File: src/hw/wdt_pkg.sv
// Constants and state type for the watchdog timer with feed shadow.
// Behaviour
// ROM part reads mode from factory bit; the code does so only with the pin high.
// Factory watchdog mode ignores run bit.
// Divide by 12, 13-stage prescaler, taps 6-13.
// Main counter decrements once per tap tick.
// Tick at zero underflows and autoloads.
// Counter and autoload value are 8 bits.
// Autoload clears the prescaler.
// Timeout is 768 x 2^tap x (load+1).
// Software feeds within each design timeout.
// ROM part with pin high: mode, tap read-only; the code fixes the timer tap only in factory watchdog mode.
// Run read-only in factory watchdog mode only.
// Mode and tap reach shadow only on feed.
// Reset gives watchdog mode, longest tap, load zero.
// Timer never raises an interrupt.
// Control writes take effect only through feed.
// Control bit layout and reset values fixed.
// Cleared enables block detector resets.
// Internal reset held 24 periods after detectors.
// Internal reset gates address-latch strobe only.
// Feed is A5 then 5A; bad second underflows.
// Watchdog underflow autoloads, flags, resets system.
// Timer underflow autoloads and flags only.
// External reset restores defaults and autoloads.
// Stopped timer holds and never underflows; the code still underflows on a bad second key.
// Software and reset clear timeout flag.
package wdt_pkg;
    localparam int ADDR_W = 8;
    localparam logic [7:0] OFS_CONTROL = 8'hc0;
    localparam logic [7:0] OFS_AUTOLOAD = 8'hc4;
    localparam logic [7:0] OFS_FEED1 = 8'hc8;
    localparam logic [7:0] OFS_FEED2 = 8'hcc;
    localparam logic [7:0] OFS_STATUS = 8'hd0;
    localparam int BIT_TAP = 5;
    localparam int BIT_LOWVOLT_RESET_ENABLE = 4;
    localparam int BIT_OSCFAIL_RESET_ENABLE = 3;
    localparam int BIT_RUN = 2;
    localparam int BIT_TOF = 1;
    localparam int BIT_MODE = 0;
    localparam logic [2:0] RST_TAP = 3'h7;
    localparam logic RST_LOWVOLT_RESET_ENABLE = 1'b1;
    localparam logic RST_OSCFAIL_RESET_ENABLE = 1'b1;
    localparam logic RST_RUN = 1'b1;
    localparam logic RST_TOF = 1'b0;
    localparam logic RST_MODE = 1'b1;
    localparam logic [7:0] RST_AUTOLOAD = 8'h00;
    localparam logic [7:0] FEED_KEY1 = 8'ha5;
    localparam logic [7:0] FEED_KEY2 = 8'h5a;
    localparam int DIV_OSC = 12;
    localparam logic [3:0] DIV_LAST = 4'(DIV_OSC - 1);
    localparam logic [3:0] TAP_BASE = 4'h6;
    localparam logic [12:0] PRE_ONES = 13'h1fff;
    localparam int CLK_PERIOD_NS = 5;
    localparam int OSC_PERIOD_NS = 5;
    localparam int RST_HOLD_OSC = 24;
    localparam logic [4:0] RST_HOLD_CYC = 5'(RST_HOLD_OSC * OSC_PERIOD_NS / CLK_PERIOD_NS);
    localparam logic [1:0] RESP_OKAY = 2'h0;
    localparam logic [1:0] RESP_SLVERR = 2'h2;

    typedef struct packed {
        logic aw_full;
        logic [ADDR_W-1:0] aw_addr;
        logic w_full;
        logic [7:0] w_data;
        logic w_en;
        logic bvalid;
        logic [1:0] bresp;
        logic rvalid;
        logic [31:0] rdata;
        logic [1:0] rresp;
        logic armed;
        logic pend_valid;
        logic [7:0] pend_ctl;
        logic [2:0] tap;
        logic lowvolt_reset_enable;
        logic oscfail_reset_enable;
        logic run;
        logic tof;
        logic mode;
        logic [7:0] autoload;
        logic sh_mode;
        logic [2:0] sh_tap;
        logic [3:0] div;
        logic [12:0] pre;
        logic [7:0] cnt;
        logic [3:0] sync1;
        logic [3:0] sync2;
        logic [4:0] hold;
        logic sysrst;
        logic under;
    } wdt_state_t;
endpackage

File: src/hw/wdt_top.sv
`timescale 1ns/1ps
// Watchdog and interval timer with feed shadow, internal reset timer and AXI4-Lite slave.
module wdt_top
    import wdt_pkg::*;
#(
    parameter bit ROM_PART = 1'b0,
    parameter bit FACTORY_MODE = 1'b1,
    parameter logic [2:0] FACTORY_TAP = 3'h7,
    parameter logic [7:0] FACTORY_LOAD = 8'h00
)(
    input wire logic aclk,
    input wire logic aresetn,
    input wire logic [ADDR_W-1:0] s_axi_awaddr,
    input wire logic s_axi_awvalid,
    output logic s_axi_awready,
    input wire logic [31:0] s_axi_wdata,
    input wire logic [3:0] s_axi_wstrb,
    input wire logic s_axi_wvalid,
    output logic s_axi_wready,
    output logic [1:0] s_axi_bresp,
    output logic s_axi_bvalid,
    input wire logic s_axi_bready,
    input wire logic [ADDR_W-1:0] s_axi_araddr,
    input wire logic s_axi_arvalid,
    output logic s_axi_arready,
    output logic [31:0] s_axi_rdata,
    output logic [1:0] s_axi_rresp,
    output logic s_axi_rvalid,
    input wire logic s_axi_rready,
    input wire logic external_access_pin,
    input wire logic poweron_detect,
    input wire logic lowvolt_detect,
    input wire logic oscfail_detect,
    output logic sys_reset_out,
    output logic ale_enable,
    output logic wd_underflow
);

    wdt_state_t s;
    wdt_state_t n;

    logic mask_on;
    logic mask_wd;
    logic eff_mode;
    logic [2:0] eff_tap;
    logic [7:0] eff_load;
    logic eff_run;
    logic [7:0] ctl_rd;
    logic wr_go;
    logic wr_ok;
    logic key2_wr;
    logic feed_ok;
    logic feed_bad;
    logic div_tick;
    logic [12:0] tap_mask;
    logic tap_tick;
    logic under_any;
    logic det_active;

    // Factory values replace the shadow only in the ROM part with the pin high.
    assign mask_on = ROM_PART && s.sync2[3];
    assign mask_wd = mask_on && FACTORY_MODE;
    assign eff_mode = mask_on ? FACTORY_MODE : s.sh_mode;
    assign eff_tap = mask_wd ? FACTORY_TAP : s.sh_tap;
    assign eff_load = mask_wd ? FACTORY_LOAD : s.autoload;
    assign eff_run = mask_wd ? 1'b1 : s.run;

    // Control readback shows factory mode and tap whenever the ROM part has the pin high.
    assign ctl_rd = {mask_on ? FACTORY_TAP : s.tap, s.lowvolt_reset_enable, s.oscfail_reset_enable, s.run, s.tof,
                     mask_on ? FACTORY_MODE : s.mode}; // see

    // A write executes once both address and data are held.
    assign wr_go = s.aw_full && s.w_full && !s.bvalid;
    assign wr_ok = wr_go && s.w_en;
    assign key2_wr = wr_ok && s.aw_addr == OFS_FEED2 && s.armed;
    assign feed_ok = key2_wr && s.w_data == FEED_KEY2;
    assign feed_bad = key2_wr && s.w_data != FEED_KEY2;

    // Prescaler tap decode: tap k ticks every 2^(6+k) divided clocks.
    assign div_tick = eff_run && s.div == DIV_LAST; // see
    assign tap_mask = ~(PRE_ONES << (TAP_BASE + {1'b0, eff_tap})); // see
    assign tap_tick = div_tick && (s.pre & tap_mask) == tap_mask;
    assign under_any = feed_bad || (tap_tick && s.cnt == 8'h00 && !feed_ok);

    // Power-on always resets; the other detectors only when enabled.
    assign det_active = s.sync2[2] || (s.sync2[1] && s.lowvolt_reset_enable) || (s.sync2[0] && s.oscfail_reset_enable);

    // Bus handshakes and block outputs.
    assign s_axi_awready = !s.aw_full;
    assign s_axi_wready = !s.w_full;
    assign s_axi_bvalid = s.bvalid;
    assign s_axi_bresp = s.bresp;
    assign s_axi_arready = !s.rvalid;
    assign s_axi_rvalid = s.rvalid;
    assign s_axi_rdata = s.rdata;
    assign s_axi_rresp = s.rresp;
    assign sys_reset_out = s.sysrst;
    assign ale_enable = !s.sysrst;
    assign wd_underflow = s.under;
    // The block has no interrupt output in any mode.  see

    // Next-state logic for the bus slave, control register and timer.
    always_comb
    begin
        n = s;
        n.under = 1'b0;
        n.sync1 = {external_access_pin, poweron_detect, lowvolt_detect, oscfail_detect};
        n.sync2 = s.sync1;

        // Write address and data channels are taken independently.
        if (s_axi_awvalid && !s.aw_full)
        begin
            n.aw_full = 1'b1;
            n.aw_addr = s_axi_awaddr;
        end
        if (s_axi_wvalid && !s.w_full)
        begin
            n.w_full = 1'b1;
            n.w_data = s_axi_wdata[7:0];
            n.w_en = s_axi_wstrb[0];
        end
        if (s.bvalid && s_axi_bready)
        begin
            n.bvalid = 1'b0;
        end

        // Register write decode; any write except a good first key disarms.
        if (wr_go)
        begin
            n.aw_full = 1'b0;
            n.w_full = 1'b0;
            n.bvalid = 1'b1;
            n.bresp = RESP_OKAY;
            n.armed = 1'b0;
            case (s.aw_addr)
                OFS_CONTROL:
                begin
                    if (s.w_en)
                    begin
                        n.pend_ctl = s.w_data;
                        n.pend_valid = 1'b1;
                    end
                end
                OFS_AUTOLOAD:
                begin
                    if (s.w_en)
                    begin
                        n.autoload = s.w_data;
                    end
                end
                OFS_FEED1:
                begin
                    n.armed = s.w_en && s.w_data == FEED_KEY1;
                end
                OFS_FEED2:
                begin
                    n.armed = 1'b0;
                end
                OFS_STATUS:
                begin
                    if (s.w_en && s.w_data[0])
                    begin
                        n.tof = 1'b0;
                    end
                end
                default:
                begin
                    n.bresp = RESP_SLVERR;
                end
            endcase
        end

        // Read channel returns registered data one cycle after the address.
        if (s.rvalid && s_axi_rready)
        begin
            n.rvalid = 1'b0;
        end
        if (s_axi_arvalid && !s.rvalid)
        begin
            n.rvalid = 1'b1;
            n.rresp = RESP_OKAY;
            case (s_axi_araddr)
                OFS_CONTROL: n.rdata = {24'h00_0000, ctl_rd};
                OFS_AUTOLOAD: n.rdata = {24'h00_0000, s.autoload};
                OFS_FEED1: n.rdata = 32'h0000_0000;
                OFS_FEED2: n.rdata = 32'h0000_0000;
                OFS_STATUS: n.rdata = {19'h0_0000, s.armed, eff_tap, eff_mode, s.cnt};
                default:
                begin
                    n.rdata = 32'h0000_0000;
                    n.rresp = RESP_SLVERR;
                end
            endcase
        end

        // A good feed commits the pending control value, then the shadow.
        if (feed_ok)
        begin
            if (s.pend_valid)
            begin
                n.tap = s.pend_ctl[BIT_TAP +: 3];
                n.lowvolt_reset_enable = s.pend_ctl[BIT_LOWVOLT_RESET_ENABLE];
                n.oscfail_reset_enable = s.pend_ctl[BIT_OSCFAIL_RESET_ENABLE];
                n.mode = s.pend_ctl[BIT_MODE];
                if (!mask_wd)
                begin
                    n.run = s.pend_ctl[BIT_RUN];
                end
                n.pend_valid = 1'b0;
            end
            n.sh_mode = n.mode;
            n.sh_tap = n.tap;
            n.cnt = eff_load;
            n.pre = 13'h0000;
            n.div = 4'h0;
        end
        else if (under_any)
        begin
            // Underflow autoloads and flags; only watchdog mode resets.
            n.under = 1'b1;
            n.cnt = eff_load; // see see
            n.pre = 13'h0000;
            n.div = 4'h0;
        end
        else if (div_tick)
        begin
            n.div = 4'h0;
            n.pre = s.pre + 13'h0001;
            if (tap_tick)
            begin
                n.cnt = s.cnt - 8'h01;
            end
        end
        else if (eff_run)
        begin
            n.div = s.div + 4'h1;
        end

        // Hardware set of the flag wins over a software clear.
        if (under_any && !feed_ok)
        begin
            n.tof = 1'b1; // see
        end

        // Self-timed internal reset after detectors or a watchdog underflow.
        if (det_active || (under_any && !feed_ok && eff_mode))
        begin
            n.hold = RST_HOLD_CYC; // see
        end
        else if (s.hold != 5'h00)
        begin
            n.hold = s.hold - 5'h01;
        end
        n.sysrst = det_active || n.hold != 5'h00;
    end

    // State register; external reset restores defaults and autoloads.
    always_ff @(posedge aclk)
    begin
        if (!aresetn)
        begin
            s <= '0; // see
            s.tap <= RST_TAP; // see
            s.lowvolt_reset_enable <= RST_LOWVOLT_RESET_ENABLE;
            s.oscfail_reset_enable <= RST_OSCFAIL_RESET_ENABLE;
            s.run <= RST_RUN;
            s.tof <= RST_TOF;
            s.mode <= RST_MODE;
            s.autoload <= RST_AUTOLOAD;
            s.sh_mode <= RST_MODE;
            s.sh_tap <= RST_TAP;
            s.cnt <= RST_AUTOLOAD;
        end
        else
        begin
            s <= n;
        end
    end
endmodule

File: config.mk
export PLATFORM = sky130hd
export DESIGN_NAME = wdt_top
export DESIGN_NICKNAME = d
export VERILOG_FILES = /design/src/hw/wdt_pkg.sv /design/src/hw/wdt_top.sv
export SDC_FILE = /design/constraint.sdc
export NUM_CORES = 1
export LEC_CHECK = 0
export BUFFER_PORTS_ARGS = -buffer_cell sky130_fd_sc_hd__buf_4
export CORE_ASPECT_RATIO = 1.2
export CORE_UTILIZATION = 50
export CTS_BUF_LIST = sky130_fd_sc_hd__clkbuf_16
export DETAILED_ROUTE_END_ITERATION = 6
export GPL_TIMING_DRIVEN = 0
export PLACE_DENSITY = 0.75
export SYNTH_ARGS = -nofsm -noshare
export SYNTH_HDL_FRONTEND = slang
export SYNTH_SLANG_ARGS = --single-unit
File: constraint.sdc
create_clock -name aclk -period 2.75 [get_ports aclk]
set_input_delay 0 -clock aclk [delete_from_list [all_inputs] [get_ports aclk]]
set_output_delay 0 -clock aclk [all_outputs]
set_load 0.01 [all_outputs]
; Word level (Yosys, flattened, before mapping)
; Index checks and enable logic that the tools add are counted.
; Widths: inputs -> output; s select.
[classes]
n_reduce_logical = 54
eq_ne = 15
bitwise_logic = 3
shifts = 1
n_addsub = 5
n_mux = 26
[op_table]
columns = operator, n
row1 = $eq 8x8->1 const B, 11
row2 = $pmux 13 s3, 1
row3 = $mux 35, 1
row4 = $mux 8, 4
row5 = $mux 9, 3
row6 = $logic_and 1x1->1, 22
row7 = $add 13x1->13 const B, 1
row8 = $and 13x13->13, 1
row9 = $eq 13x13->1, 1
row10 = $not 13->13, 1
row11 = $shl 13x4->13 const A, 1
row12 = $mux 1, 11
row13 = $mux 5, 2
row14 = $reduce_bool 2->1, 5
row15 = $reduce_bool 5->1, 2
row16 = $reduce_or 5->1, 2
row17 = $reduce_and 3->1, 3
row18 = $eq 8x7->1 const B, 1
row19 = $logic_not 8->1, 1
row20 = $ne 8x7->1 const B, 1
row21 = $sub 8x1->8 const B, 1
row22 = $logic_not 1->1, 6
row23 = $mux 6, 1
row24 = $reduce_bool 3->1, 2
row25 = 12 further kinds, 19
[word_totals]
register_bits = 121

; Logic depth before layout (Yosys ltp)
; Gate-level depths: netlist of run 1.
[depth]
word_depth = 15
depth_mapped = 8

; Least setup slack after synthesis of run 1
; Ideal clock, no wire load.
[synth_path]
path_type = reg2reg
from = register s[15] (netlist name)
to = register s[22] (netlist name)
setup_time_ns = 0.129
path_stages_with_launch = 9
t_required_ns = 2.621
period_less_slack_ns = 2.211
arrival_time_ns = 2.082
slack_ns = 0.539
cell_sequence = dfxtp_1 > inv_1 > ha_1 > or4b_4 > or4_4 > nand2_2 > mux2_2 > nand3_1 > o21ai_0
[synth_via]
elab_chain_len = 6
[synth_rtl]
columns = item, line
row1 = "start, declared", wdt_top.sv:39  ; wdt_state_t s;
row2 = "start signal, assigned", wdt_top.sv:276  ; s <= n;
row3 = branches (longest 6 deep; another with $sub 8x1->8), n/a
; Parallel ways; which one is timed is not known. The select of a mux whose other input is x is not followed.
; A chain may end at the register's enable or synchronous reset.

; Worst setup path after layout of run 1
[layout_path]
from = register s (netlist bit eff_tap[2])
to = register s[15] (netlist name)
[layout_via]
elab_chain_len = 11
[layout_rtl]
columns = item, line
row1 = $add 3x3->4 (*), wdt_top.sv:81  ; assign tap_mask = ~(PRE_ONES << (TAP_BASE + {1'b0, eff_tap}));
row2 = $shl 13x4->13 (*), wdt_top.sv:81
row3 = $not 13->13 (*), wdt_top.sv:81
row4 = $and 13x13->13, wdt_top.sv:82  ; assign tap_tick = div_tick && (s.pre & tap_mask) == tap_mask;
row5 = $eq 13x13->1 (*), wdt_top.sv:82
row6 = $logic_and 1x1->1 (*), wdt_top.sv:82
row7 = $logic_and 1x1->1 (2 in a row), wdt_top.sv:83  ; assign under_any = feed_bad || (tap_tick && s.cnt == 8'h00 && !feed_ok);
row8 = $logic_or 1x1->1, wdt_top.sv:83
row9 = $reduce_bool 3->1 (no source line) / $mux 8 (equally long branches), n/a
row10 = $reduce_and 2->1 (no source line) / $mux 8 (equally long branches), n/a
; Mark *: on every way between the ends. The rest lies on a longest branch, timed or not.

==> flow_summary.ini, run 1 <==
[status]
status = completed

[synthesis]
ys_warn_count = 0
synth-edff-count = 0
synthesis.area_um2 = 4710
synth_cell_types = 60
post_synth.cell_area_avg_um2 = 8.81
syn_inst = 535
ys_async_sr_fraction_pct = 0
yosysSeqAreaShare_pct = 42.0
synth-seq-cells = 99
synth_ff_type = dfxtp_1

[die]
die_y_um = 108
fp.coreArea_um2 = 9080
ioPinCount = 107
die-width_um = 90.6
start_util_pct = 51.9
dieArea_um2 = 9820
rows = 38

[job]
drv_cap = 0

[power_and_ir_drop]
finalPower_mw = 3.22
p_int_mw = 2.36
switching_share_pct = 26.7
power_density_nw_per_um2 = 544
power.switching_mw = 0.860
seq_power_share_pct = 48.5
ir_drop_mv = 0.256
power.leakage_nw = 2.68
p_clk_share_pct = 36.5
combPwrFrac_pct = 15.0

[global_route]
grt_max_degree = 18
overflow = 0
grt_pass1_vias = 3839
antenna_found_initial = 0
grt_usage_pct = 23.8
grt_pass1_wl_um = 18400

[clocking]
insertion_delay_ns = 0.35
clkSinkCount = 99
path_clk_slew_ns = 0.07
root_buffer = clkbuf_16
cts_buffers = 9
cts_buffer_depth = 2
htree_num_levels = 3
cts_tree = built

[layout]
layout_commonest_cell = dfxtp_1
area.growth.synth_to_final_pct = 25.6
final_cell_mix = 98 x dfxtp_1, 97 x buf_4, 65 x nor2_1, 62 x nand2_1, 43 x mux2i_1
num_antenna_cells = 0
drive_gt1_share_pct = 20.0
fillers = 763
final_core_util_pct = 65.2
fin_nets = 722

[setup_path]
worstPathMaxFanout = 7
critPathMaxStageDelay_ns = 0.50
reg2reg_depth = 8
cp_cell_sequence = inv_1 > ha_1 > and3b_1 > o221ai_1 > a221o_2 > o21ai_4 > a21boi_0 > o22ai_1
crit_required_ns = 2.96
crit_path_start_kind = flip-flop
slowest_stage = dfxtp_1
end_kind = flip-flop
critical_path_class = flip-flop to flip-flop
cp.arrival_ns = 2.79

[worst_hold_path]
hold_class = input port to flip-flop
min_path_cells = 4

[route]
drcViolationCount = 0
post_drt_wl_per_cell_um = 14.3
first_pass_iters = 5
via_per_inst = 5.18
via_count = 4017
ant_nets = 0
drt_iter0_drc = 201
routed_wl_um = 11100

[sta]
tns_ns = 0
fin_crit_sh_pct = 93.8
clock_skew_ns = 0.00914
max_freq_ghz = 0.387
period_minus_slack_ns = 2.58
final-setup-viol-count = 0
grt_setup_unrepaired = no
slew_headroom_pct = 50.5
hold_violations = 0
report.final.slew_viol_count = 0
worst_slew_pin_slew_ns = 0.736

[place]
dp_hpwl_um = 7820
place.gp.congestion = 0.901
io_buffers = 57
-- cell families after synthesis --
| logic type | Yosys count | synth area share, % |
|---|---|---|
| flip-flops | 99 | 42.0 |
| multiplexers | 44 | 9.37 |
| AND/OR/NAND/NOR | 205 | 21.6 |
| adder cells (fa/ha/maj) | 9 | 2.39 |
| AO/OA/AOI/OAI | 87 | 12.2 |
| other | 1 | 0.0795 |
| XOR/XNOR | 18 | 3.34 |
| buffers and inverters | 72 | 8.92 |
-- power by group through the flow --
stage	Combinational (mW)	Sequential, mW	Clock [mW]
2_1_floorplan	0.321	1.58	0
3_3_place_gp	0.433	1.59	0
3_5_place_dp	0.445	1.59	0
4_1_cts	0.477	1.56	1.20
5_1_grt	0.540	1.57	1.25
6_report	0.482	1.56	1.18
-- metal layers --
| metal | wire length (µm) | global-route usage (%) | up-vias |
|---|---|---|---|
| met3 | 511 | 4.50 | 17 |
| met1 | 4630 | 27.2 | 1865 |
| met2 | 5720 | 43.6 | 106 |
| met4 | 226 | 9.68 | 0 |
| li1 | - | - | 2029 |
| met5 | 0 | 0 | - |
-- timing repair --
item,in CTS,in global routing
setup endpoints to repair,0,24
buffers inserted,0,2
hold endpoints to repair,24,0
resized for setup,0,3
hold buffers,25,0
-- synthesized netlist by cell type, drive strengths merged, types with 3 or more instances --
master / n / share of area [%]
a31oi: 4 / 0.53
nand2b: 5 / 0.66
nand4: 6 / 0.93
xor2: 11 / 2.0
ha: 9 / 2.4
dfxtp: 99 / 42
nor4: 5 / 0.93
nor2: 66 / 5.4
a21oi: 20 / 2.1
buf: 42 / 6.5
nand2: 63 / 5.1
nor3: 7 / 0.74
o21ai: 28 / 3.2
and3: 5 / 0.66
a22o: 5 / 0.93
nor2b: 7 / 0.93
a22oi: 7 / 1.1
nand3: 15 / 1.6
a211oi: 3 / 0.48
xnor2: 7 / 1.3
mux2i: 43 / 9.1
o31ai: 5 / 1.1
o211ai: 3 / 0.48
clkbuf: 15 / 1.2
inv: 15 / 1.2
and2: 8 / 1.1
or4: 4 / 0.80
-- stage by stage --
stage | hold WS [ns] | instances | setup WS, ns | area (µm²)
final | 0.0130 | 775 | 0.169 | 5920
after global placement | 0.188 | 732 | 0.181 | 5370
after detailed placement | 0.193 | 732 | 0.122 | 5370
after global routing | 0.0373 | 775 | 0.0186 | 5920
after floorplan | 0.100 | 555 | 0.539 | 4790
after CTS | 0.00421 | 773 | 0.0959 | 5890
-- cell type report --
| cell class | instances | area, µm² | area share (%) |
|---|---|---|---|
| multi-input cells | 384 | 2400 | 40.5 |
| flip-flops and latches | 99 | 1980 | 33.5 |
| repair buffers | 84 | 693 | 11.7 |
| plain buffers | 57 | 364 | 6.15 |
| clock buffers | 9 | 225 | 3.80 |
| well taps | 120 | 150 | 2.54 |
| inverters | 15 | 56.3 | 0.951 |
| clock inverters | 7 | 51.3 | 0.866 |
-- sequential cells by signal, summed over array words and instances (netlist names), 3 cells and up --
name and flops:
s 61, s_axi_rdata 13, eff_load 8, ctl_rd 3
eff_tap 3, n 3
-- critical path: cells and delay by family (launching register included) --
family / cells / cell delay [ns]
flip-flops: 1 / 0.50
adder cells (fa/ha/maj): 1 / 0.38
AND/OR/NAND/NOR: 1 / 0.18
AO/OA/AOI/OAI: 5 / 1.23
buffers and inverters: 1 / 0.13
-- path summary, 6_finish.rpt --
path / start / end / slack, ns
max: eff_tap[2] / s[15] / 0.17
min: s_axi_araddr[3] / s_axi_rdata[4] / 0.01
max reg2reg: eff_tap[2] / s[15] / 0.17
min reg2reg: n[7] / s[7] / 0.44
Power figures use the tool's default switching activity.
==> run 2, diff against run 1 <==
GPL_TIMING_DRIVEN = default   (was 0)
==> run 2 against run 1 <==
Wire length decreased by 7.4%. Register-to-register slack improved by 0.05 ns. Die area unchanged. Utilization decreased by 3.5 points. Design area decreased by 5.3%. Worst hold slack improved by 0.038 ns. Clock power about the same. Non-clock buffer count decreased by 51. Fmax increased by 2.2%. Via count decreased by 2.8%. Worst setup slack improved by 0.054 ns. Largest power group unchanged.
==> flow_summary.ini, run 2 (synthesis results as in run 1) <==
[setup_path]
end_kind = flip-flop
cp.arrival_ns = 2.73
r2r_end = s[20]
reg2reg_from = eff_tap[2]
crit_required_ns = 2.96
critical_path_class = flip-flop to flip-flop
worstPathMaxFanout = 9
crit_path_start_kind = flip-flop
reg2reg_depth = 8
crit_start = eff_tap[2]
cp_top_family = compound AO/OA/AOI/OAI gates
critPathMaxStageDelay_ns = 0.48
cp_cell_sequence = inv_1 > ha_1 > and3b_1 > o221ai_1 > a221o_1 > o21ai_4 > mux2i_1 > o21ai_0
crit_buf_inv = 1
r2r_slack_ns = 0.22
slowest_stage = a221o_1

[sta]
period_minus_slack_ns = 2.53
fin_ws_ns = 0.224
tns_ns = 0
clock_skew_ns = 0.00753
fin_crit_sh_pct = 91.9
report.final.slew_viol_count = 0
hold_violations = 0
worst_slew_pin_slew_ns = 0.846
final-setup-viol-count = 0
hold-worst-slack_ns = 0.0514
max_freq_ghz = 0.396
grt_setup_unrepaired = no
slew_headroom_pct = 43.5

[clocking]
cts_buffers = 9
post_cts_resize_count = 0
root_buffer = clkbuf_16
htree_num_levels = 3
clkSinkCount = 99
cts_buffer_depth = 2
path_clk_slew_ns = 0.07
insertion_delay_ns = 0.35
cts_tree = built

[place]
place_inst = 681
dp_hpwl_um = 7160
place_ws_ns = 0.324
io_buffers = 57
place.gp.congestion = 0.890

[die]
ioPinCount = 107
dieArea_um2 = 9820
rows = 38
fp.coreArea_um2 = 9080
start_util_pct = 51.9
die-width_um = 90.6
die_y_um = 108

[layout]
largest_register = s
fin_nets = 671
largest_reg_flops = 61
num_antenna_cells = 0
final_cell_mix = 99 x dfxtp_1, 65 x nor2_1, 63 x buf_4, 62 x nand2_1, 43 x mux2i_1
layout_commonest_cell = dfxtp_1
final_cells = 724
drive_gt1_share_pct = 15.6
area.growth.synth_to_final_pct = 18.9

[power_and_ir_drop]
ir_drop_mv = 0.368
power.leakage_nw = 2.47
power_density_nw_per_um2 = 572

[global_route]
grt_usage_pct = 21.7
antenna_found_initial = 0
grt_max_degree = 49
grt_pass1_vias = 3671
overflow = 0
grt_pass1_wl_um = 17000

[route]
first_pass_iters = 7
via_per_inst = 5.39
ant_nets = 0
post_drt_wl_per_cell_um = 14.2
drcViolationCount = 0
drt_iter0_drc = 297
via_count = 3905
routed_wl_um = 10300

[worst_hold_path]
whs_endpoint = s_axi_rresp[1]
min_from = s_axi_araddr[7]
hold_class = input port to flip-flop
min_path_cells = 3

[status]
status = completed

[job]
drv_cap = 0
==> run 2: changes by cell type in the layout (fill, tap and decap cells not counted), moves of 2 or more <==
| cell | previous run | this run |
|---|---|---|
| buf_1 | 3 | 0 |
| inv_8 | 0 | 2 |
| clkbuf_1 | 15 | 0 |
| dlygate4sd3_1 | 25 | 27 |
| buf_4 | 97 | 63 |
==> run 2: report_power, final <==
part	total, mW	switching, mW	internal (mW)	leakage [nW]
Sequential	1.56	0.0586	1.50	0.805
Clock	1.21	0.579	0.629	0.137
Combinational	0.441	0.223	0.218	1.53
Total	3.21	0.861	2.35	2.47
==> run 2: per-layer routing <==
metal / vias to the layer above / GRT usage (%) / wire length (µm)
met5: - / 0 / 0
met4: 0 / 10.0 / 237
met3: 21 / 4.08 / 360
met2: 101 / 39.3 / 5370
met1: 1858 / 24.6 / 4300
li1: 1925 / - / -
==> run 2: timing repair <==
action                                  in CTS  in global routing
buffers inserted                             0                  0
hold buffers                                27                  0
endpoints found under the setup margin       0                  0
hold endpoints to repair                    33                  0
==> run 2: area by class of cell <==
class	count	area, µm²
repair buffers	90	743
well taps	120	150
fillers	770	3480
multi-input cells	384	2390
clock buffers	9	225
inverters	15	56.3
clock inverters	7	60.1
flip-flops and latches	99	1980
==> run 2: worst register-to-register path, delay by kind of cell, from the launching register on <==
| family | cells | cell delay (ns) |
|---|---|---|
| AO/OA/AOI/OAI | 4 | 1.03 |
| flip-flops | 1 | 0.43 |
| adder cells (fa/ha/maj) | 1 | 0.38 |
| multiplexers | 1 | 0.26 |
| AND/OR/NAND/NOR | 1 | 0.18 |
| buffers and inverters | 1 | 0.11 |
==> run 2: through the flow <==
| stage | area [µm²] | utilization (%) | total power [mW] |
|---|---|---|---|
| 2_1_floorplan | 4790 | - | 1.90 |
| 3_3_place_gp | 5050 | 55.6 | 1.98 |
| 3_5_place_dp | 5050 | 55.6 | 2.00 |
| 4_1_cts | 5600 | 61.7 | 3.24 |
| 5_1_grt | 5600 | 61.7 | 3.36 |
| 6_report | 5600 | 61.7 | 3.21 |
==> run 2: how the worst max path moves through the flow <==
stage          endpoint  slack, ns  depth (start not counted)
6_report          s[20]       0.22                          8
3_5_place_dp      s[15]       0.32                          8
5_1_grt            s[2]       0.13                          8
2_1_floorplan     s[22]       0.54                          8
3_3_place_gp      s[20]       0.37                          8
4_1_cts           s[20]       0.24                          8
